File: src/verilog/ics_pkg.sv
package ics_pkg;

	// Register byte addresses.
	localparam logic [7:0] A_MONCTL = 8'h00;
	localparam logic [7:0] A_EDGE   = 8'h04;
	localparam logic [7:0] A_PRI0   = 8'h08;
	localparam logic [7:0] A_PRI1   = 8'h0c;
	localparam logic [7:0] A_PRI2   = 8'h10;
	localparam logic [7:0] A_GRP0   = 8'h14;
	localparam logic [7:0] A_GRP1   = 8'h18;
	localparam logic [7:0] A_GRP2   = 8'h1c;
	localparam logic [7:0] A_STAT   = 8'h20;
	localparam logic [7:0] A_MASK   = 8'h24;

	// Implemented-bit masks; all registers reset to zero.
	localparam logic [7:0] M_MONCTL = 8'h1f;
	localparam logic [7:0] M_EDGE   = 8'h0f;
	localparam logic [7:0] M_PRI0   = 8'h7f;
	localparam logic [7:0] M_FULL   = 8'hff;
	localparam logic [7:0] M_GRP1   = 8'h33;
	localparam logic [7:0] M_GRP2   = 8'h77;
	localparam logic [7:0] M_STAT   = 8'h0f;
	localparam logic [7:0] RST_REG  = 8'h00;

	// Field positions.
	localparam int MON_OUT    = 5;
	localparam int MON_ON     = 4;
	localparam int THR_MSB    = 2;
	localparam int GLOBAL_EN  = 0;
	localparam int PIN0_EN    = 1;
	localparam int PIN1_EN    = 2;
	localparam int TB0_EN     = 3;
	localparam int PIN0_REQ   = 4;
	localparam int PIN1_REQ   = 5;
	localparam int TB0_REQ    = 6;
	localparam int TB1_EN     = 0;
	localparam int TB1_REQ    = 4;
	localparam int GRP_EN_LSB = 1;
	localparam int GRP_RQ_LSB = 5;
	localparam int LOW_REQ    = 6;
	localparam int REQ_LSB    = 4;

	// Status bits of the sticky event register.
	localparam int ST_PIN0 = 0;
	localparam int ST_PIN1 = 1;
	localparam int ST_LOW  = 2;
	localparam int ST_TAKE = 3;

	// Edge select codes.
	localparam logic [1:0] EDGE_OFF  = 2'h0;
	localparam logic [1:0] EDGE_RISE = 2'h1;
	localparam logic [1:0] EDGE_FALL = 2'h2;
	localparam logic [1:0] EDGE_BOTH = 2'h3;

	// Vector indices: lower index wins.
	localparam int         NUM_VEC  = 11;
	localparam logic [3:0] VEC_PIN0 = 4'h0;
	localparam logic [3:0] VEC_PIN1 = 4'h1;

	// Timing.
	localparam int CLK_PERIOD_NS  = 25;
	localparam int LOW_IRQ_DLY_NS = 1000;
	localparam logic [7:0] LOW_IRQ_CYC = 8'((LOW_IRQ_DLY_NS +
		CLK_PERIOD_NS - 1) / CLK_PERIOD_NS);

	typedef struct packed {
		logic       timebase0;
		logic       timebase1;
		logic [3:0] grp0_member;
		logic [1:0] grp1_member;
		logic       tx_margin;
		logic       burst_done;
		logic [3:0] pri2_src;
	} ics_events_t;

	// Threshold code to millivolts.
	function automatic logic [11:0] threshold_mv(input logic [2:0] code);
		unique case (code)
			3'h0: threshold_mv = 12'd2400;
			3'h1: threshold_mv = 12'd2000;
			3'h2: threshold_mv = 12'd2200;
			3'h3: threshold_mv = 12'd2400;
			3'h4: threshold_mv = 12'd2700;
			3'h5: threshold_mv = 12'd2900;
			3'h6: threshold_mv = 12'd3000;
			3'h7: threshold_mv = 12'd3300;
		endcase
	endfunction

endpackage

File: src/verilog/ics_top.sv
`timescale 1ns/1ps
module ics_top
(
	// Clock and reset.
	input  wire logic                 hclk,
	input  wire logic                 hresetn,
	// AHB-Lite slave.
	input  wire logic                 hsel,
	input  wire logic [31:0]          haddr,
	input  wire logic [1:0]           htrans,
	input  wire logic                 hwrite,
	input  wire logic [2:0]           hsize,
	input  wire logic [31:0]          hwdata,
	input  wire logic                 hready,
	output logic      [31:0]          hrdata,
	output logic                      hreadyout,
	output logic                      hresp,
	// Pins and analog comparator.
	input  wire logic                 ext_pin_0,
	input  wire logic                 ext_pin_1,
	input  wire logic                 comparator_low,
	// Power mode and peripheral events.
	input  wire logic                 idle_mode,
	input  wire logic                 sleep_mode,
	input  wire logic                 deep_sleep_mode,
	input  wire ics_pkg::ics_events_t events,
	// Core side.
	input  wire logic                 irq_take,
	output logic                      irq_req,
	output logic      [3:0]           irq_vec,
	output logic                      wake,
	// Analog control and interrupt line.
	output logic                      monitor_power,
	output logic      [11:0]          threshold_mv,
	output logic                      irq
);

	logic [7:0]  monctl_q, edge_q, pri0_q, pri1_q, pri2_q;
	logic [7:0]  grp0_q, grp1_q, grp2_q, stat_q, mask_q;
	logic [7:0]  addr_q;
	logic        addr_ok_q, wr_pend_q, rd_pend_q;
	logic [31:0] hrdata_q;
	logic        hreadyout_q;
	logic [1:0]  pin_s1_q, pin_s2_q, pin_prev_q, pin_set;
	logic        low_s1_q, low_s2_q, low_out_q, mon_pwr_q;
	logic [7:0]  low_cnt_q;
	logic        low_set;
	logic        irq_req_q, wake_q, irq_q;
	logic [3:0]  irq_vec_q;
	logic [11:0] thr_q;
	logic        take;
	logic [ics_pkg::NUM_VEC-1:0] pend;
	logic [3:0]  vec_d;
	logic [2:0]  grp_set;
	logic [7:0]  wd;
	logic [7:0]  rmux;
	logic [7:0]  pri0_clr;

	assign hrdata    = hrdata_q;
	assign hreadyout = hreadyout_q;
	assign hresp     = 1'b0;
	assign irq_req   = irq_req_q;
	assign irq_vec   = irq_vec_q;
	assign wake      = wake_q;
	assign monitor_power = mon_pwr_q;
	assign threshold_mv  = thr_q;
	assign irq       = irq_q;
	assign wd        = hwdata[7:0];

	// Bus slave: writes have no wait state, reads one, so read data
	// always reflects a write that completed just before.
	always_ff @(posedge hclk or negedge hresetn)
	begin
		if (!hresetn)
		begin
			addr_q      <= 8'h00;
			addr_ok_q   <= 1'b0;
			wr_pend_q   <= 1'b0;
			rd_pend_q   <= 1'b0;
			hreadyout_q <= 1'b1;
			hrdata_q    <= 32'h0000_0000;
		end
		else if (rd_pend_q)
		begin
			rd_pend_q   <= 1'b0;
			hreadyout_q <= 1'b1;
			hrdata_q    <= {24'h00_0000, rmux};
		end
		else if (hready)
		begin
			wr_pend_q <= hsel && htrans[1] && hwrite;
			rd_pend_q <= hsel && htrans[1] && !hwrite;
			hreadyout_q <= !(hsel && htrans[1] && !hwrite);
			addr_q    <= haddr[7:0];
			addr_ok_q <= (haddr[31:8] == 24'h00_0000) && (haddr[1:0] == 2'h0);
		end
	end

	function automatic logic wr_at(input logic [7:0] a);
		wr_at = wr_pend_q && hready && addr_ok_q && (addr_q == a);
	endfunction

	always_comb
	begin
		rmux = 8'h00;
		if (addr_ok_q)
		begin
			unique case (addr_q)
				ics_pkg::A_MONCTL: rmux = {2'h0, low_out_q, monctl_q[4:0]};
				ics_pkg::A_EDGE:   rmux = edge_q;
				ics_pkg::A_PRI0:   rmux = pri0_q;
				ics_pkg::A_PRI1:   rmux = pri1_q;
				ics_pkg::A_PRI2:   rmux = pri2_q;
				ics_pkg::A_GRP0:   rmux = grp0_q;
				ics_pkg::A_GRP1:   rmux = grp1_q;
				ics_pkg::A_GRP2:   rmux = grp2_q;
				ics_pkg::A_STAT:   rmux = stat_q;
				ics_pkg::A_MASK:   rmux = mask_q;
				default:           rmux = 8'h00;
			endcase
		end
	end

	// Pin synchronisers and edge detection.
	genvar gi;
	generate
		for (gi = 0; gi < 2; gi++)
		begin : g_pin
			logic [1:0] sel;
			logic       rise, fall;
			assign sel  = edge_q[2*gi+1:2*gi];
			assign rise = pin_s2_q[gi] && !pin_prev_q[gi];
			assign fall = !pin_s2_q[gi] && pin_prev_q[gi];
			always_comb
			begin
				unique case (sel)
					ics_pkg::EDGE_OFF:  pin_set[gi] = 1'b0;
					ics_pkg::EDGE_RISE: pin_set[gi] = rise;
					ics_pkg::EDGE_FALL: pin_set[gi] = fall;
					ics_pkg::EDGE_BOTH: pin_set[gi] = rise || fall;
				endcase
			end
		end
	endgenerate

	always_ff @(posedge hclk or negedge hresetn)
	begin
		if (!hresetn)
		begin
			pin_s1_q   <= 2'h0;
			pin_s2_q   <= 2'h0;
			pin_prev_q <= 2'h0;
		end
		else
		begin
			pin_s1_q   <= {ext_pin_1, ext_pin_0};
			pin_s2_q   <= pin_s1_q;
			pin_prev_q <= pin_s2_q;
		end
	end

	// Supply monitor. The output is held low while the detector is
	// unpowered, so a stale comparator level never raises a request.
	always_ff @(posedge hclk or negedge hresetn)
	begin
		if (!hresetn)
		begin
			low_s1_q  <= 1'b0;
			low_s2_q  <= 1'b0;
			mon_pwr_q <= 1'b0;
			low_out_q <= 1'b0;
			thr_q     <= 12'h000;
		end
		else
		begin
			low_s1_q  <= comparator_low;
			low_s2_q  <= low_s1_q;
			mon_pwr_q <= monctl_q[ics_pkg::MON_ON] &&
				!sleep_mode && !deep_sleep_mode;
			low_out_q <= mon_pwr_q && low_s2_q;
			thr_q     <= ics_pkg::threshold_mv(monctl_q[ics_pkg::THR_MSB:0]);
		end
	end

	// A dip shorter than the delay restarts the count and sets nothing.
	always_ff @(posedge hclk or negedge hresetn)
	begin
		if (!hresetn)
			low_cnt_q <= 8'h00;
		else if (!low_out_q)
			low_cnt_q <= 8'h00;
		else if (low_cnt_q != ics_pkg::LOW_IRQ_CYC)
			low_cnt_q <= low_cnt_q + 8'h01;
	end

	assign low_set = low_out_q &&
		(low_cnt_q == ics_pkg::LOW_IRQ_CYC - 8'h01);

	// Group requests follow enabled member flags.
	assign grp_set[0] = |(grp0_q[7:4] & grp0_q[3:0]);
	assign grp_set[1] = |(grp1_q[5:4] & grp1_q[1:0]);
	assign grp_set[2] = |(grp2_q[6:4] & grp2_q[2:0]);

	// Vector arbitration.
	assign pend = {pri2_q[7:4] & pri2_q[3:0],
		pri1_q[7:5] & pri1_q[3:1],
		pri1_q[ics_pkg::TB1_REQ] && pri1_q[ics_pkg::TB1_EN],
		pri0_q[ics_pkg::TB0_REQ] && pri0_q[ics_pkg::TB0_EN],
		pri0_q[ics_pkg::PIN1_REQ] && pri0_q[ics_pkg::PIN1_EN],
		pri0_q[ics_pkg::PIN0_REQ] && pri0_q[ics_pkg::PIN0_EN]};

	always_comb
	begin
		vec_d = 4'h0;
		for (int i = ics_pkg::NUM_VEC - 1; i >= 0; i--)
		begin
			if (pend[i])
				vec_d = 4'(i);
		end
	end

	assign take = irq_take && irq_req_q;

	always_comb
	begin
		pri0_clr = 8'h00;
		if (take)
		begin
			pri0_clr[ics_pkg::GLOBAL_EN] = 1'b1;
			if (irq_vec_q == ics_pkg::VEC_PIN0)
				pri0_clr[ics_pkg::PIN0_REQ] = 1'b1;
			if (irq_vec_q == ics_pkg::VEC_PIN1)
				pri0_clr[ics_pkg::PIN1_REQ] = 1'b1;
		end
	end

	// The request drops in the cycle after a take, since take masks it at
	// that edge; global enable, cleared at the same edge, keeps it low.
	always_ff @(posedge hclk or negedge hresetn)
	begin
		if (!hresetn)
		begin
			irq_req_q <= 1'b0;
			irq_vec_q <= 4'h0;
		end
		else
		begin
			irq_req_q <= pri0_q[ics_pkg::GLOBAL_EN] && !take && |pend;
			irq_vec_q <= vec_d;
		end
	end

	// Control and flag registers: hardware sets win over clears.
	always_ff @(posedge hclk or negedge hresetn)
	begin
		if (!hresetn)
		begin
			monctl_q <= ics_pkg::RST_REG;
			edge_q   <= ics_pkg::RST_REG;
			pri0_q   <= ics_pkg::RST_REG;
			pri1_q   <= ics_pkg::RST_REG;
			pri2_q   <= ics_pkg::RST_REG;
			grp0_q   <= ics_pkg::RST_REG;
			grp1_q   <= ics_pkg::RST_REG;
			grp2_q   <= ics_pkg::RST_REG;
		end
		else
		begin
			monctl_q <= (wr_at(ics_pkg::A_MONCTL) ? wd : monctl_q) &
				ics_pkg::M_MONCTL;
			edge_q   <= (wr_at(ics_pkg::A_EDGE) ? wd : edge_q) &
				ics_pkg::M_EDGE;
			pri0_q   <= (((wr_at(ics_pkg::A_PRI0) ? wd : pri0_q) & ~pri0_clr) |
				{1'b0, events.timebase0, pin_set, 4'h0}) &
				ics_pkg::M_PRI0;
			pri1_q   <= (wr_at(ics_pkg::A_PRI1) ? wd : pri1_q) |
				{grp_set, events.timebase1, 4'h0};
			pri2_q   <= (wr_at(ics_pkg::A_PRI2) ? wd : pri2_q) |
				{events.pri2_src, 4'h0};
			grp0_q   <= (wr_at(ics_pkg::A_GRP0) ? wd : grp0_q) |
				{events.grp0_member, 4'h0};
			grp1_q   <= ((wr_at(ics_pkg::A_GRP1) ? wd : grp1_q) |
				{2'h0, events.grp1_member, 4'h0}) & ics_pkg::M_GRP1;
			grp2_q   <= ((wr_at(ics_pkg::A_GRP2) ? wd : grp2_q) |
				{1'b0, low_set, events.tx_margin,
				events.burst_done, 4'h0}) & ics_pkg::M_GRP2;
		end
	end

	// Wake only on a fresh low-supply request; one already set by
	// software gives no edge and so no wake.
	always_ff @(posedge hclk or negedge hresetn)
	begin
		if (!hresetn)
			wake_q <= 1'b0;
		else
			wake_q <= idle_mode && low_set && !grp2_q[ics_pkg::LOW_REQ];
	end

	// Sticky event status, write one to clear, masked onto one line.
	always_ff @(posedge hclk or negedge hresetn)
	begin
		if (!hresetn)
		begin
			stat_q <= ics_pkg::RST_REG;
			mask_q <= ics_pkg::RST_REG;
			irq_q  <= 1'b0;
		end
		else
		begin
			stat_q <= ((stat_q & ~(wr_at(ics_pkg::A_STAT) ? wd : 8'h00)) |
				{4'h0, take, low_set, pin_set}) & ics_pkg::M_STAT;
			if (wr_at(ics_pkg::A_MASK))
				mask_q <= wd & ics_pkg::M_STAT;
			irq_q  <= |(stat_q & mask_q);
		end
	end

endmodule

File: config.mk
export PLATFORM = sky130hd
export DESIGN_NAME = ics_top
export DESIGN_NICKNAME = d
export VERILOG_FILES = /design/src/verilog/ics_pkg.sv /design/src/verilog/ics_top.sv
export SDC_FILE = /design/constraint.sdc
export NUM_CORES = 1
export LEC_CHECK = 0
export BUFFER_PORTS_ARGS = -buffer_cell sky130_fd_sc_hd__buf_4
export CORE_ASPECT_RATIO = 1.1
export CORE_MARGIN = 3
export CORE_UTILIZATION = 45
export CTS_BUF_LIST = sky130_fd_sc_hd__clkbuf_16
export DETAILED_ROUTE_END_ITERATION = 10
export PLACE_DENSITY = 0.8
export SYNTH_ARGS = -nofsm -noshare
export SYNTH_HDL_FRONTEND = slang
export SYNTH_SLANG_ARGS = --single-unit
File: constraint.sdc
create_clock -name hclk -period 4.1 [get_ports hclk]
set_clock_uncertainty 0.05 [all_clocks]
set_input_delay 0.615 -clock hclk [delete_from_list [all_inputs] [get_ports hclk]]
set_output_delay 0.615 -clock hclk [all_outputs]
set_load 0.005 [all_outputs]
==> impl_metrics.yaml, run 1 <==
global_routing:
  track_usage: 0.210
  antenna_found_initial: 0
  globalRouteOverflowTotal: 0
  grt_max_degree: 46
  grt_pass1_vias: 4278
  grt_pass1_wl_mm: 22.2
critical_path:
  arrival_ps: 2740
  worstReg2RegEnd: "mask_q[3]$_DFFE_PN0P_"
  crit_chain: "buf_4 > or4b_1 > nor2_1 > mux2_2"
  r2r_cells: 4
  critPathRequiredTime_ps: 4350
  criticalPathCategory: "reg2reg"
  critPathSlowestCell: "or4b_1"
  critPathMaxFanout: 16
  cp_num_buf_inv: 1
  crit_path_start_kind: "flop"
  max_stage_delay_ps: 660
  worst-r2r-setup-slack_ps: 1600
  endpoint_kind: "flop"
  r2r-start: "addr_q[4]$_DFFE_PN0P_"
  cp_top_family: "simple AND/OR/NAND/NOR gates"
floorplanning:
  die_h_um: 124
  rows: 42
  start_util: 0.465
  die_w_um: 113
  num_io_pins: 149
  die-area_mm2: 0.0140
  core_mm2: 0.0122
final_layout:
  nets: 721
  layout_common_cells: "dfrtp_1 (112), buf_4 (97), nand2_1 (62)"
  layout-area-overhead-vs-synth_pct: 22.7
  layout_commonest_cell: "dfrtp_1"
  num_antenna_cells: 0
  fin_area_mm2: 0.00695
  drive_gt1_frac: 0.281
routing:
  route.detailed.drc: 0
  wl_per_cell_um: 18.4
  first_iter_violations: 304
  drt-total-wl_mm: 14.3
  dr.pass1.iters: 5
  via_count: 4397
  antenna_left: 0
  via_per_inst: 5.64
clocking:
  cts-hold-fix-buffers: 0
  root_buffer: "clkbuf_16"
  clkTransAtPathRegs_ps: 50
  htree_num_levels: 4
  post_cts_buffers: 0
  cts_buffers: 17
  cts_tree: "yes"
  ctsResizeCount: 0
  clock-sinks: 113
  clk-insertion-delay-late_ps: 410
  ctsLongestPathBuffers: 2
synthesis:
  ys_types: 65
  synth.top_cells.by_area: "dfrtp_1 (49%), mux2_2 (7.0%), nand2_1 (4.1%)"
  syn_inst: 520
  netlist_area_mm2: 0.00567
  syn_area_per_cell_um2: 10.9
  synth_edf_count: 0
  seq_area_frac_synth: 0.499
  yosysTopAreaCell: "dfrtp_1"
  ys_seq_elements: 113
  async_flop_share: 1.00
  synth_top_area_frac: 0.495
  yosysWarnings: 0
  synth_flop_cell: "dfrtp_1"
timing:
  period_minus_slack_ps: 2500
  slew_violations: 0
  finalHoldViolations: 0
  holdWs_ps: 144
  tightestPinTransition_ps: 720
  post-route-period-util: 0.609
  worst_slack_ps: 1600
  setup_viol: 0
  slew_headroom: 0.520
  clock.fmax_ghz: 0.400
  rsz0062_at_grt: "no"
  fin_setup_tns_ps: 0
pwr:
  pwr-share-seq: 0.420
  p_int_w: 0.00214
  power.total_w: 0.00278
  power_per_cell_area_mw_per_mm2: 399
  ir_worst_vdd_mv: 0.212
  switchingPower_w: 0.000633
  clockPowerShare: 0.515
  p_comb_frac: 0.066
  p_sw_frac: 0.228
  p_leak_nw: 3.24
outcome:
  status: "finished clean"
placement:
  port_buffers: 93
  dpl_cell_area_mm2: 0.00638
  preCtsSetupSlack_ps: 1660
  gp_congestion: 0.969
  hpwl_mm: 10.7
hold_path:
  hold_class: "in2async"
run:
  drv_cap: 0
[layout make-up]
| cell class | instances | area, µm² |
|---|---|---|
| clock inverters | 13 | 146 |
| repair buffers | 97 | 728 |
| multi-input cells | 369 | 2560 |
| flip-flops and latches | 113 | 2830 |
| inverters | 17 | 63.8 |
| fillers | 1025 | 5240 |
| clock buffers | 17 | 425 |
| well taps | 154 | 193 |
[cells by family after synthesis]
family / Yosys count / share of synthesized area
AND/OR/NAND/NOR: 179 / 0.177
flip-flops: 113 / 0.499
AO/OA/AOI/OAI: 86 / 0.107
buffers and inverters: 64 / 0.0651
multiplexers: 60 / 0.118
adder cells (fa/ha/maj): 11 / 0.0243
XOR/XNOR: 6 / 0.00928
other: 1 / 0.000662
[worst max path at each step]
stage                          startpoint                    end  slack [ps]  cells after the start
floorplan           addr_q[4]$_DFFE_PN0P_  mask_q[2]$_DFFE_PN0P_        2180                      5
global placement    addr_q[4]$_DFFE_PN0P_  mask_q[1]$_DFFE_PN0P_        1690                      4
detailed placement  addr_q[4]$_DFFE_PN0P_  mask_q[3]$_DFFE_PN0P_        1660                      4
CTS                 addr_q[4]$_DFFE_PN0P_  mask_q[3]$_DFFE_PN0P_        1620                      4
global route        addr_q[2]$_DFFE_PN0P_  hrdata[0]$_DFFE_PN0P_        1530                      6
finish              addr_q[4]$_DFFE_PN0P_  mask_q[3]$_DFFE_PN0P_        1600                      4
[power by group through the flow]
stage	sequential, W	combinational (W)	clock (W)
after floorplan	0.00116	0.000120	0
after global placement	0.00118	0.000178	0
after detailed placement	0.00118	0.000181	0
after CTS	0.00116	0.000183	0.00144
after global routing	0.00117	0.000201	0.00150
final	0.00116	0.000182	0.00143
[metal layers]
metal / wire length (µm) / track usage / vias to the layer above
met1: 5620 / 0.252 / 2191
met5: 0 / 0 / -
met4: 329 / 0.0917 / 0
li1: - / - / 1989
met3: 948 / 0.0486 / 34
met2: 7420 / 0.363 / 183
[per-stage QoR]
| step | std cells | utilization |
|---|---|---|
| 2_1_floorplan | 546 | - |
| 3_3_place_gp | 750 | 0.523 |
| 3_5_place_dp | 750 | 0.523 |
| 4_1_cts | 780 | 0.570 |
| 5_1_grt | 780 | 0.570 |
| 6_report | 780 | 0.570 |
[state kept, by name, summed over array words and instances (netlist names), 2 cells and up]
name	flops
grp0_q	8
irq_vec	4
grp1_q	4
pin_prev_q	2
pin_s1_q	2
pri1_q	8
mask_q	4
monctl_q	5
pri2_q	8
low_cnt_q	8
grp2_q	6
pri0_q	7
pin_s2_q	2
edge_q	4
stat_q	4
addr_q	8
threshold_mv	10
hrdata	8
[Yosys cell counts, types with 5 or more instances]
| cell type | number |
|---|---|
| dfrtp_1 | 112 |
| nor4_1 | 9 |
| a21oi_1 | 17 |
| xnor2_1 | 5 |
| a211o_1 | 14 |
| and2_1 | 9 |
| buf_4 | 28 |
| nor2b_1 | 18 |
| and3_1 | 7 |
| nor3_1 | 5 |
| nor2_1 | 20 |
| nand3_1 | 12 |
| nand2_1 | 62 |
| mux2i_1 | 22 |
| o21ai_0 | 15 |
| mux2_2 | 35 |
| buf_2 | 7 |
| a22oi_1 | 9 |
| nor3b_1 | 7 |
| ha_1 | 11 |
| clkbuf_1 | 9 |
| inv_1 | 17 |
(Power assumes the default switching activity.)
==> run 2: changes to the inputs <==
- PLACE_DENSITY: 0.8 -> 0.83
- clock period: 4.1 -> 2.05 ns (I/O delays scaled with it)
==> run 2 against run 1 <==
- fmax up 27%
- sequential power up 97%
- sequential share of layout area down 1.3 points
- critical path depth unchanged
- highest routed layer unchanged
- worst hold slack worse by 130 ps
- clock power up 110%
- die area unchanged
- setup slack worse by 1500 ps
- largest power group unchanged
- wire length up 2.0%
- design area up 3.3%
- global-route usage up 0.56 points
==> impl_metrics.yaml, run 2 (synthesized netlist as in run 1, its figures left out) <==
outcome:
  status: "finished clean"
critical_path:
  critPathRequiredTime_ps: 2290
  arrival_ps: 2220
  critPathMaxFanout: 12
  endpoint_kind: "flop"
  criticalPathCategory: "reg2reg"
  crit_path_start_kind: "flop"
global_routing:
  grt_pass1_vias: 4544
  grt_pass1_wl_mm: 23.2
  globalRouteOverflowTotal: 0
  grt_max_degree: 114
  antenna_found_initial: 0
  track_usage: 0.215
timing:
  finalHoldViolations: 0
  rsz0062_at_grt: "no"
  tightestPinTransition_ps: 622
  slew_headroom: 0.581
  slew_violations: 0
  setup_viol: 0
  period_minus_slack_ps: 1970
  fin_setup_tns_ps: 0
  clock.fmax_ghz: 0.507
  post-route-period-util: 0.963
final_layout:
  nFillCells: 1012
  fin_area_mm2: 0.00718
  num_antenna_cells: 0
  nets: 743
  drive_gt1_frac: 0.302
  largest_reg_flops: 10
  layout_common_cells: "dfrtp_1 (112), buf_4 (112), nand2_1 (62)"
  layout-area-overhead-vs-synth_pct: 26.7
hold_path:
  hold_class: "in2reg"
routing:
  m1WireLength_mm: 5.78
  met3RoutedLength_um: 732
  via_count: 4367
  first_iter_violations: 300
  route.met2.wl_mm: 7.74
  antenna_left: 0
  route.detailed.drc: 0
  drt-total-wl_mm: 14.6
  via_per_inst: 5.43
  top_layer: "met4"
  dr.pass1.iters: 5
  wl_per_cell_um: 18.2
clocking:
  cts_buffers: 17
  root_buffer: "clkbuf_16"
  ctsLongestPathBuffers: 2
  cts_tree: "yes"
  clock-sinks: 113
  clk-insertion-delay-late_ps: 420
  htree_num_levels: 4
  clkTransAtPathRegs_ps: 50
floorplanning:
  rows: 42
  start_util: 0.465
  die-area_mm2: 0.0140
  die_h_um: 124
  core_mm2: 0.0122
  num_io_pins: 149
  die_w_um: 113
pwr:
  ir_worst_vdd_mv: 0.510
  power_per_cell_area_mw_per_mm2: 794
  p_leak_nw: 3.38
placement:
  port_buffers: 93
  hpwl_mm: 10.7
  dpl_cell_area_mm2: 0.00651
  gp_congestion: 0.936
run:
  drv_cap: 0
-- run 2: final cells by class --
| class | instances | area (µm²) | share of cell area |
|---|---|---|---|
| sequential | 113 | 2830 | 0.394 |
| multi-input combinational | 369 | 2580 | 0.359 |
| timing repair buffer | 119 | 921 | 0.128 |
| clock buffer | 17 | 425 | 0.0593 |
| tap | 154 | 193 | 0.0268 |
| clock inverter | 15 | 169 | 0.0235 |
| inverter | 17 | 63.8 | 0.00889 |
-- run 2: per-stage QoR --
step,power (W),hold WS [ps],cells,setup WS [ps],util
after floorplan,0.00256,-38.1,546,130,-
after global placement,0.00275,285,766,144,0.534
after detailed placement,0.00277,286,766,98.0,0.534
after CTS,0.00573,2.42,804,90.2,0.588
after global routing,0.00590,5.10,804,7.25,0.589
final,0.00570,10.5,804,76.8,0.589
-- run 2: repair_timing --
item	in CTS	in global routing
buffers inserted	0	0
setup endpoints to repair	0	3
hold endpoints to repair	116	0
hold buffers	6	0
gates resized for setup	0	2
-- run 2: where the power goes --
group	switching (W)	internal, W
Combinational	0.000252	0.000194
Sequential	0.0000340	0.00226
Clock	0.00106	0.00190
Total	0.00135	0.00435
-- run 2: final timing paths --
kind                                        from                   endpoint  slack (ps)  depth (start not counted)
setup / recovery           addr_q[0]$_DFFE_PN0P_      pri2_q[2]$_DFFE_PN0P_          80                          4
hold / removal                            hwrite        rd_pend_q$_DFF_PN0_          10                          2
setup reg to reg           addr_q[0]$_DFFE_PN0P_      pri2_q[2]$_DFFE_PN0P_          80                          4
hold reg to reg            pin_s1_q[0]$_DFF_PN0_      pin_s2_q[0]$_DFF_PN0_         300                          0
max in group asynchronous                hresetn      mask_q[1]$_DFFE_PN0P_        1040                          3
min in group asynchronous                hresetn  threshold_mv[3]$_DFF_PN0_         450                          3
-- run 2: layer usage --
layer  track usage  vias up
li1              -     2024
met1         0.255     2194
met2         0.371      122
met3        0.0534       27
met4        0.0984        0
met5             0        -
-- run 2: critical path, cell delays in order, from the launching register on --
cell	delay (ps)
dfrtp_1	480
or4_4	610
nor2_4	170
nand3_4	190
mux2_4	340
==> run 3: changes to the inputs <==
- RECOVER_POWER: unset -> 100
==> run 3 against run 2 <==
- clock power about the same
- core utilization down 0.38 points
- combinational power down 2%
- worst hold slack worse by 3.7 ps
- die area unchanged
- global-route usage unchanged
- first-iteration DRC count down 9.7%
- flip-flop and latch count unchanged
- largest cell class unchanged
- largest power group unchanged
==> impl_metrics.yaml, run 3 (synthesized netlist as in run 1, its figures left out) <==
outcome:
  status: "finished clean"
floorplanning:
  num_io_pins: 149
  die_h_um: 124
  die-area_mm2: 0.0140
  rows: 42
  die_w_um: 113
  start_util: 0.465
  core_mm2: 0.0122
clocking:
  clk-insertion-delay-late_ps: 420
  ctsLongestPathBuffers: 2
  clkTransAtPathRegs_ps: 50
  root_buffer: "clkbuf_16"
  cts_buffers: 17
  clock-sinks: 113
  htree_num_levels: 4
  cts_tree: "yes"
critical_path:
  critPathMaxFanout: 12
  crit_path_start_kind: "flop"
  max_stage_delay_ps: 610
  critPathRequiredTime_ps: 2300
  criticalPathCategory: "reg2reg"
  endpoint_kind: "flop"
  crit_chain: "or4_4 > nor2_4 > nand3_4 > mux2_4"
  critPathSlowestCell: "or4_4"
  arrival_ps: 2220
pwr:
  power_per_cell_area_mw_per_mm2: 798
  ir_worst_vdd_mv: 0.510
  p_leak_nw: 3.33
  power.total_w: 0.00569
final_layout:
  largest_reg_flops: 10
  final_util: 0.585
  drive_gt1_frac: 0.291
  layout_commonest_cell: "dfrtp_1"
  layout_common_cells: "dfrtp_1 (112), buf_4 (74), nand2_1 (62)"
  layout-area-overhead-vs-synth_pct: 25.9
  num_antenna_cells: 0
  nets: 743
timing:
  post-route-period-util: 0.962
  slew_headroom: 0.316
  holdWs_ps: 6.76
  finalHoldViolations: 0
  setup_viol: 0
  tightestPinTransition_ps: 1030
  slew_violations: 0
  period_minus_slack_ps: 1970
  fin_setup_tns_ps: 0
  rsz0062_at_grt: "no"
  clock.fmax_ghz: 0.507
routing:
  drt-total-wl_mm: 14.6
  via_per_inst: 5.46
  wl_per_cell_um: 18.1
  first_iter_violations: 271
  dr.pass1.iters: 5
  route.detailed.drc: 0
  via_count: 4393
  antenna_left: 0
global_routing:
  grt_pass1_vias: 4544
  grt_pass1_wl_mm: 23.2
  antenna_found_initial: 0
  grt_max_degree: 114
  globalRouteOverflowTotal: 0
  track_usage: 0.215
hold_path:
  hold_class: "in2reg"
placement:
  port_buffers: 93
  gp_congestion: 0.936
  hpwl_mm: 10.7
run:
  drv_cap: 0
==> run 3: critical path: cells and delay by family, from the launching register on <==
family,cells,cell delay (ps)
flip-flops,1,480
multiplexers,1,340
AND/OR/NAND/NOR,3,980
==> run 3: per-layer routing <==
layer | vias up | GRT usage | wire [µm]
li1 | 2025 | - | -
met1 | 2191 | 0.255 | 5790
met2 | 142 | 0.371 | 7620
met3 | 35 | 0.0534 | 718
met4 | 0 | 0.0984 | 429
met5 | - | 0 | 0
==> run 3: area by class of cell <==
cell class | instances | area [µm²]
Clock inverter | 15 | 169
Clock buffer | 17 | 425
Multi-Input combinational cell | 369 | 2560
Inverter | 17 | 63.8
Sequential cell | 113 | 2830
Fill cell | 1018 | 5060
Tap cell | 154 | 193
Timing Repair Buffer | 119 | 888
==> run 3: final timing paths <==
kind	end	slack (ps)	from	cells after the start
hold / removal	rd_pend_q$_DFF_PN0_	7	hwrite	2
min in group asynchronous	threshold_mv[3]$_DFF_PN0_	640	hresetn	3
hold reg to reg	pin_s2_q[0]$_DFF_PN0_	300	pin_s1_q[0]$_DFF_PN0_	0
max in group asynchronous	hrdata[5]$_DFFE_PN0P_	630	hresetn	3
setup reg to reg	pri2_q[2]$_DFFE_PN0P_	80	addr_q[0]$_DFFE_PN0P_	4
setup / recovery	pri2_q[2]$_DFFE_PN0P_	80	addr_q[0]$_DFFE_PN0P_	4
==> run 3: power breakdown <==
group	total (W)	internal, W	switching (W)
Clock	0.00296	0.00190	0.00107
Sequential	0.00229	0.00226	0.0000338
Combinational	0.000436	0.000187	0.000248
Total	0.00569	0.00434	0.00135
==> run 3: stage by stage <==
step | cell area, µm² | worst slack, ps | instances
after CTS | 7170 | 90.2 | 804
after floorplan | 5760 | 130 | 546
final | 7130 | 77.4 | 804
after global routing | 7130 | 7.63 | 804
after detailed placement | 6510 | 98.0 | 766
after global placement | 6510 | 144 | 766
==> run 3: what timing repair did <==
item / CTS / global route
setup buffers: 0 / 0
hold endpoints to repair: 116 / 0
hold buffers: 6 / 0
gates resized for setup: 0 / 2
setup endpoints to repair: 0 / 3
